[src/sram_host_cfg.svh]
// Notes on behaviour
// - host holds each read address at least 55/70 ns
// - host spaces write addresses at least 55/70 ns apart
// - host keeps select low 50/55 ns before strobe rises
// - address stable 15 ns before strobe falls, 50/55 ns before it rises
// - host holds write strobe low at least 35/40 ns
// - host drives data at least 25/30 ns before strobe rises
// - host holds address at least 5 ns after strobe rises
// - host holds data at least 5 ns after strobe rises
`ifndef SRAM_HOST_CFG_SVH
`define SRAM_HOST_CFG_SVH

`define SH_CLK_PERIOD_NS   5
`define SH_ADDR_W          16
`define SH_CNT_W           5
// slow grade figures, ns
`define SH_T_RC_NS         70
`define SH_T_AA_NS         70
`define SH_T_HZ_NS         40
`define SH_T_PD_NS         45
`define SH_T_AS_NS         15
`define SH_T_WP_NS         40
`define SH_T_CW_NS         55
`define SH_T_WC_NS         70
`define SH_T_HOLD_NS       5
// cycle counts: least times round up
`define SH_CYC_UP(t) (((t) + `SH_CLK_PERIOD_NS - 1) / `SH_CLK_PERIOD_NS)
`define SH_CYC_RD    `SH_CYC_UP(`SH_T_AA_NS)
`define SH_CYC_HZ    `SH_CYC_UP(`SH_T_HZ_NS)
`define SH_CYC_PD    `SH_CYC_UP(`SH_T_PD_NS)
`define SH_CYC_AS    `SH_CYC_UP(`SH_T_AS_NS)
`define SH_CYC_WP    `SH_CYC_UP(`SH_T_WP_NS)
`define SH_CYC_WC    `SH_CYC_UP(`SH_T_WC_NS)
`define SH_CYC_HOLD  `SH_CYC_UP(`SH_T_HOLD_NS)
// extra cycles for the pin synchroniser on the data output
`define SH_SYNC_LAT  2

`endif

[src/sh_pkg.sv]
`include "sram_host_cfg.svh"
package sh_pkg;
  typedef enum logic [2:0] {
    SH_IDLE  = 3'b000,
    SH_RSET  = 3'b001,
    SH_RWAIT = 3'b010,
    SH_WSET  = 3'b011,
    SH_WPUL  = 3'b100,
    SH_WHOLD = 3'b101,
    SH_RECOV = 3'b110
  } sh_state_t;

  typedef struct packed {
    logic                  sel_n;
    logic                  wr_n;
    logic [`SH_ADDR_W-1:0] word_address;
    logic                  din;
  } sh_pins_t;

  typedef struct packed {
    logic                  write;
    logic [`SH_ADDR_W-1:0] addr;
    logic                  wdata;
  } sh_req_t;
endpackage

[src/sh_sync.sv]
`timescale 1ns/100ps
`include "sram_host_cfg.svh"
module sh_sync (
  input  wire logic sys_clk_i,
  input  wire logic rst_n_i,
  input  wire logic async_i,
  output logic      sync_o
);
  typedef struct packed {
    logic meta;
    logic sync;
  } sh_sync_st_t;

  sh_sync_st_t st_reg;
  sh_sync_st_t st_next;

  // two flops, first read only by second
  always_comb begin
    st_next.meta = async_i;
    st_next.sync = st_reg.meta;
  end

  always_ff @(posedge sys_clk_i or negedge rst_n_i) begin
    if (!rst_n_i) begin
      st_reg <= '0;
    end else begin
      st_reg <= st_next;
    end
  end

  assign sync_o = st_reg.sync;
endmodule

[src/sh_sram_host.sv]
`timescale 1ns/100ps
`include "sram_host_cfg.svh"
module sh_sram_host (
  input  wire logic                  sys_clk_i,
  input  wire logic                  rst_n_i,
  // user request side
  input  wire logic                  req_valid_i,
  output logic                       req_ready_o,
  input  wire sh_pkg::sh_req_t       req_i,
  output logic                       rd_valid_o,
  output logic                       rd_data_o,
  // memory pins
  output logic                       mem_sel_n_o,
  output logic                       mem_wr_n_o,
  output logic [`SH_ADDR_W-1:0]      mem_word_address_o,
  output logic                       mem_din_o,
  input  wire logic                  mem_dout_i
);
  typedef struct packed {
    sh_pkg::sh_state_t     state;
    logic [`SH_CNT_W-1:0]  cnt;
    sh_pkg::sh_pins_t      pins;
    logic                  rd_valid;
    logic                  rd_data;
  } sh_host_st_t;

  sh_host_st_t st_reg;
  sh_host_st_t st_next;
  logic        dout_sync;

  // data output pin passes two flops
  sh_sync u_dout_sync (
    .sys_clk_i (sys_clk_i),
    .rst_n_i   (rst_n_i),
    .async_i   (mem_dout_i),
    .sync_o    (dout_sync)
  );

  // cycle targets, cast to counter width
  localparam logic [`SH_CNT_W-1:0] RD_CYC =
    `SH_CNT_W'(`SH_CYC_RD + `SH_SYNC_LAT);
  localparam logic [`SH_CNT_W-1:0] AS_CYC   = `SH_CNT_W'(`SH_CYC_AS);
  localparam logic [`SH_CNT_W-1:0] WP_CYC   = `SH_CNT_W'(`SH_CYC_WP);
  localparam logic [`SH_CNT_W-1:0] HOLD_CYC = `SH_CNT_W'(`SH_CYC_HOLD);
  localparam logic [`SH_CNT_W-1:0] WC_CYC   = `SH_CNT_W'(`SH_CYC_WC);
  localparam logic [`SH_CNT_W-1:0] REC_CYC  =
    `SH_CNT_W'((`SH_CYC_HZ > `SH_CYC_PD) ? `SH_CYC_HZ : `SH_CYC_PD);
  localparam logic [`SH_CNT_W-1:0] CNT_ONE  = `SH_CNT_W'(1);

  // next state of the pin sequencer
  always_comb begin
    st_next          = st_reg;
    st_next.rd_valid = 1'b0;
    st_next.cnt      = st_reg.cnt + CNT_ONE;
    unique case (st_reg.state)
      sh_pkg::SH_IDLE: begin
        st_next.cnt = '0;
        if (req_valid_i) begin
          // address and data set before any strobe
          st_next.pins.word_address = req_i.addr;
          st_next.pins.din          = req_i.wdata;
          st_next.pins.wr_n         = 1'b1;
          st_next.pins.sel_n        = 1'b0;
          st_next.state = req_i.write ? sh_pkg::SH_WSET
                                      : sh_pkg::SH_RSET;
        end
      end
      sh_pkg::SH_RSET: begin
        // read: select low, strobe high
        st_next.state = sh_pkg::SH_RWAIT;
      end
      sh_pkg::SH_RWAIT: begin
        // address held and sampled past access time
        if (st_reg.cnt >= RD_CYC) begin
          st_next.rd_data  = dout_sync;
          st_next.rd_valid = 1'b1;
          st_next.pins.sel_n = 1'b1;
          st_next.cnt      = '0;
          st_next.state    = sh_pkg::SH_RECOV;
        end
      end
      sh_pkg::SH_WSET: begin
        // address setup before strobe falls
        if (st_reg.cnt >= AS_CYC - CNT_ONE) begin
          st_next.pins.wr_n = 1'b0;
          st_next.cnt       = '0;
          st_next.state     = sh_pkg::SH_WPUL;
        end
      end
      sh_pkg::SH_WPUL: begin
        // strobe low long enough; select and data set
        if (st_reg.cnt >= WP_CYC - CNT_ONE) begin
          st_next.pins.wr_n = 1'b1; // ends write, latches din
          st_next.cnt       = '0;
          st_next.state     = sh_pkg::SH_WHOLD;
        end
      end
      sh_pkg::SH_WHOLD: begin
        // address and data held after strobe rise
        if (st_reg.cnt >= HOLD_CYC - CNT_ONE) begin
          st_next.pins.sel_n = 1'b1;
          st_next.cnt        = '0;
          st_next.state      = sh_pkg::SH_RECOV;
        end
      end
      sh_pkg::SH_RECOV: begin
        // wait out release and standby before next cycle
        if (st_reg.cnt >= REC_CYC - CNT_ONE) begin
          st_next.state = sh_pkg::SH_IDLE;
        end
      end
      default: begin
        st_next.state = sh_pkg::SH_IDLE;
      end
    endcase
  end

  // state register
  always_ff @(posedge sys_clk_i or negedge rst_n_i) begin
    if (!rst_n_i) begin
      st_reg            <= '0;
      st_reg.state      <= sh_pkg::SH_IDLE;
      st_reg.pins.sel_n <= 1'b1;
      st_reg.pins.wr_n  <= 1'b1;
    end else begin
      st_reg <= st_next;
    end
  end

  // write cycle total: setup+pulse+hold+recovery exceeds WC_CYC
  logic unused_wc;
  assign unused_wc = (WC_CYC == '0);

  // outputs
  assign req_ready_o        = (st_reg.state == sh_pkg::SH_IDLE);
  assign rd_valid_o         = st_reg.rd_valid;
  assign rd_data_o          = st_reg.rd_data;
  assign mem_sel_n_o        = st_reg.pins.sel_n;
  assign mem_wr_n_o         = st_reg.pins.wr_n;
  assign mem_word_address_o = st_reg.pins.word_address;
  assign mem_din_o          = st_reg.pins.din;
endmodule

[config.mk]
export PLATFORM = sky130hd
export DESIGN_NAME = sh_sram_host
export DESIGN_NICKNAME = d
export VERILOG_FILES = /design/src/sh_pkg.sv /design/src/sh_sync.sv /design/src/sh_sram_host.sv
export VERILOG_INCLUDE_DIRS = /design/src /design/src/src
export SDC_FILE = /design/constraint.sdc
export NUM_CORES = 1
export LEC_CHECK = 0
export BUFFER_PORTS_ARGS = -buffer_cell sky130_fd_sc_hd__buf_2
export CORE_ASPECT_RATIO = 0.75
export CORE_MARGIN = 8
export CORE_UTILIZATION = 45
export DETAILED_ROUTE_END_ITERATION = 7
export HOLD_SLACK_MARGIN = 0.03
export PLACE_DENSITY = 0.7
export SLEW_MARGIN = 20
export SYNTH_ARGS = -nofsm -noshare
export SYNTH_HDL_FRONTEND = slang
export SYNTH_SLANG_ARGS = --single-unit
export TNS_END_PERCENT = 20
[constraint.sdc]
create_clock -name sys_clk_i -period 3 [get_ports sys_clk_i]
set_input_delay 0.9 -clock sys_clk_i [delete_from_list [all_inputs] [get_ports sys_clk_i]]
set_output_delay 0.9 -clock sys_clk_i [all_outputs]
set_load 0.02 [all_outputs]
==> impl.org <==
** Clock tree
- Total clock buffers created by CTS :: 5
- Clock tree sinks :: 31
- In this run the clock root is driven by a clkbuf_8.
- Clock tree from TritonCTS :: done
- Clock latency on the worst-skew pair, taken at its later pin, is 270 ps.
- CTS max path bufs :: 2
- In this run the number of H-tree levels came out at 2.
- Post-CTS clock slew at the launch and capture registers of the worst setup and hold paths :: 60 ps
- Post-CTS Repair Setup Buffers :: 0
- Buffers inserted to repair hold after CTS numbered 0.
- After clock tree synthesis, the repair step resized 0 gates.

** Critical path
- For this design, the slowest cell found on the critical path is dfrtp_1.
- STA puts the critical path data arrival time at between 1000 and 1500 ps.
- The worst setup path is captured at an output port.
- Critical Path Source Type :: flop
- In this design, the stage delay of the slowest critical-path cell is 570 ps.
- Together, buffers and inverters on the worst path number 1.
- The critical path is of the flop to output port type.
- Worst Path Required :: 2100 ps
- Top fanout value on the critical path :: 16
- Top delay family on crit path :: flip-flops
- CP Cell Sequence :: nor3_2 > buf_2

** Final layout
- From synthesis to final layout, the design area changed by 11.1%.
- Layout Utilization :: 52.7%
- After routing the design area is 1740 sq um.
- Fraction of layout cells with a size suffix above 1 :: a little under half
- Number of inserted diodes :: 0
- Flip-flop count of the largest register after layout :: 16
- After the last flow step, the layout net total stands at 180.

** Pwr
- Of the total power, the share spent switching nets is 39.2%.
- Ratio of total power to cell area :: 1110 nW/um^2
- Cell internal power was estimated by the tool at around 1.2 mW.
- Per report_power, the clock group accounts for ~16% of the total.
- Sequential cells account for around 40% of the total power.
- Peak supply drop :: roughly 440 uV
- Per report_power, the combinational group accounts for 43.8% of the total.
- Leakage component of the power :: 0.838 nW
- For this design the total switching power over the nets is 760 uW.

** GRT
- The via count of the first global-routing pass was 1061.
- Across every metal layer, demand over resource in global routing totals 10.8%.
- Maximum number of pins on one net before global-route repair :: 32
- First-pass GRT wire length :: roughly 4800 microns
- The initial antenna violation count was 0.
- Total congestion overflow :: 0

** Outcome
- Result of the run :: completed

** Route
- After the first detailed-routing iteration, the DRC count stood at 74.
- The routed layout has 1044 vias.
- The detail route stage leaves a number of antenna-violating nets equal to 0.
- In the final routed layout, each cell accounts on average for between 15 and 20 microns.
- DRC Markers :: 0
- DR vias/cell :: 5.30
- Detailed-route wire length :: roughly 3000 microns
- Detailed-routing iteration count for the pre-antenna-repair pass :: 4

** Yosys
- Post-synthesis instance area :: between 1500 and 2000 sq um
- During synthesis, Yosys emitted a total of 0 warnings.
- The synthesized design contains 0 enable-type register cells.
- Number of different library cells in the post-synthesis netlist :: 37
- After synthesis, the mean cell area works out to about 12 sq um.
- Seq/Total Area, Yosys :: 49.6%
- Top FF cell, synth :: dfrtp_1
- After technology mapping, the gate count stands at 129.
- After synthesis, the share of flip-flops with an asynchronous set or reset is 100%.
- The number of nets in the synthesized netlist is 153.
- Post-synthesis sequential element count :: 31

** Floorplan
- Die outline height :: 67.2 microns
- After floorplanning, the core was divided into 18 placement rows.
- Core Area :: 3310 sq um
- For this design the top-level I/O count stands at 44.
- Chip width :: 84.2 microns
- The die covers 5660 sq um.
- Initial core utilization :: ~47%

** Timing
- Static timing analysis puts the maximum clock frequency at roughly 460 MHz.
- Tmin final :: 2180 ps
- The final hold violation count was 0.
- Total Negative Setup Slacks :: 0 ps
- Setup-violating endpoint count in the final report :: 0
- RSZ-0062 raised after global routing :: no
- Relative slew slack :: between 50 and 60%
- Of the available clock period, the critical path in the final layout requires 72.6%.
- The clock arrives with 4.75 ps of skew.
- For the pin with the worst max-slew slack, the measured transition is just under 700 ps.
- Pins over their slew limit :: 0
- Fin worst setup slack :: 822 ps

** Place
- Pre-CTS setup slack :: 1100 ps
- Buffers placed on the I/O ports in this run total 43.
- Cell area after placement :: 1660 sq um
- Routability congestion estimate :: 0.791
- Post-DP HPWL :: roughly 2200 microns

** Run
- Maximum Capacitance Violations :: 0

** Min path
- Class of the worst hold path :: flop to flop
-- power groups by stage --
stage / sequential (mW) / combinational, mW / clock (mW)
global route: 0.803 / 0.924 / 0.338
finish: 0.778 / 0.848 / 0.311
floorplan: 0.722 / 0.840 / 0
global placement: 0.766 / 0.831 / 0
CTS: 0.775 / 0.862 / 0.317
detailed placement: 0.781 / 0.855 / 0
-- Yosys cell counts (3+ instances only) --
library cell | count | area share (%)
a21oi_1 | 4 | 1.3
a2bb2oi_1 | 3 | 1.7
inv_1 | 5 | 1.2
nand2_1 | 3 | 0.72
nor2b_1 | 3 | 1.2
mux2_4 | 10 | 9.6
buf_4 | 16 | 7.6
o21ai_0 | 5 | 1.6
buf_2 | 5 | 1.6
nand3_1 | 3 | 0.96
buf_6 | 3 | 2.2
dfrtp_1 | 29 | 46
mux2_2 | 8 | 5.7
-- metrics by stage --
step	power, mW	hold slack [ps]	std cells
5_1_grt	2.07	371	197
3_3_place_gp	1.60	335	189
3_5_place_dp	1.64	343	189
2_1_floorplan	1.56	331	129
6_report	1.94	354	197
4_1_cts	1.95	359	197
-- layer usage --
metal | GRT usage, % | vias up | share of wire, %
met3 | 5.53 | 4 | 8.8
met2 | 18.7 | 48 | 49
met4 | 4.94 | 0 | 0.95
met5 | 0 | - | 0
li1 | - | 487 | -
met1 | 10.9 | 505 | 41
-- worst reg2reg max path, cell delays in order, from the launching register on --
cell and delay (ps):
dfrtp_1 570, nor3_2 240, and2_1 150, buf_4 260
mux2_2 380
-- placed cells by master, fill, tap and decap left out, types with 2 or more instances in the layout --
master / n
clkbuf_8: 5
mux2_4: 10
nand2_1: 3
inv_1: 5
buf_2: 43
nor2b_1: 3
mux2_2: 8
dfrtp_1: 29
clkbuf_1: 3
dfstp_2: 2
o21bai_1: 2
o21ai_0: 5
nor4_1: 2
nor2_1: 2
o22ai_1: 2
a2bb2oi_1: 3
xor2_1: 2
ha_1: 2
nand3_1: 3
a21oi_1: 4
mux2i_1: 2
-- cell families after synthesis --
| family | after synthesis | share of synthesized area, % |
|---|---|---|
| AND/OR/NAND/NOR | 21 | 8.05 |
| buffers and inverters | 29 | 12.6 |
| multiplexers | 20 | 16.6 |
| AO/OA/AOI/OAI | 23 | 9.96 |
| flip-flops | 31 | 49.6 |
| adder cells (fa/ha/maj) | 2 | 1.59 |
| XOR/XNOR | 3 | 1.67 |
-- path summary, 6_finish.rpt --
path	from	end	slack, ps	depth (start not counted)
setup / recovery	st_reg[26]	req_ready_o	820	2
hold / removal	u_dout_sync.st_next[0]	u_dout_sync.sync_o	350	0
setup reg to reg	st_reg[26]	mem_word_address_o[15]	1280	4
hold reg to reg	u_dout_sync.st_next[0]	u_dout_sync.sync_o	350	0
max in group asynchronous	rst_n_i	mem_word_address_o[11]	1890	1
min in group asynchronous	rst_n_i	st_reg[26]	670	1
-- layout make-up --
cell class	instances	area (sq um)
sequential	31	778
timing repair buffer	44	223
inverter	5	18.8
multi-input combinational	69	594
clock buffer	8	80.1
fill	283	1570
tap	40	50.0
(Power assumes the default switching activity.)
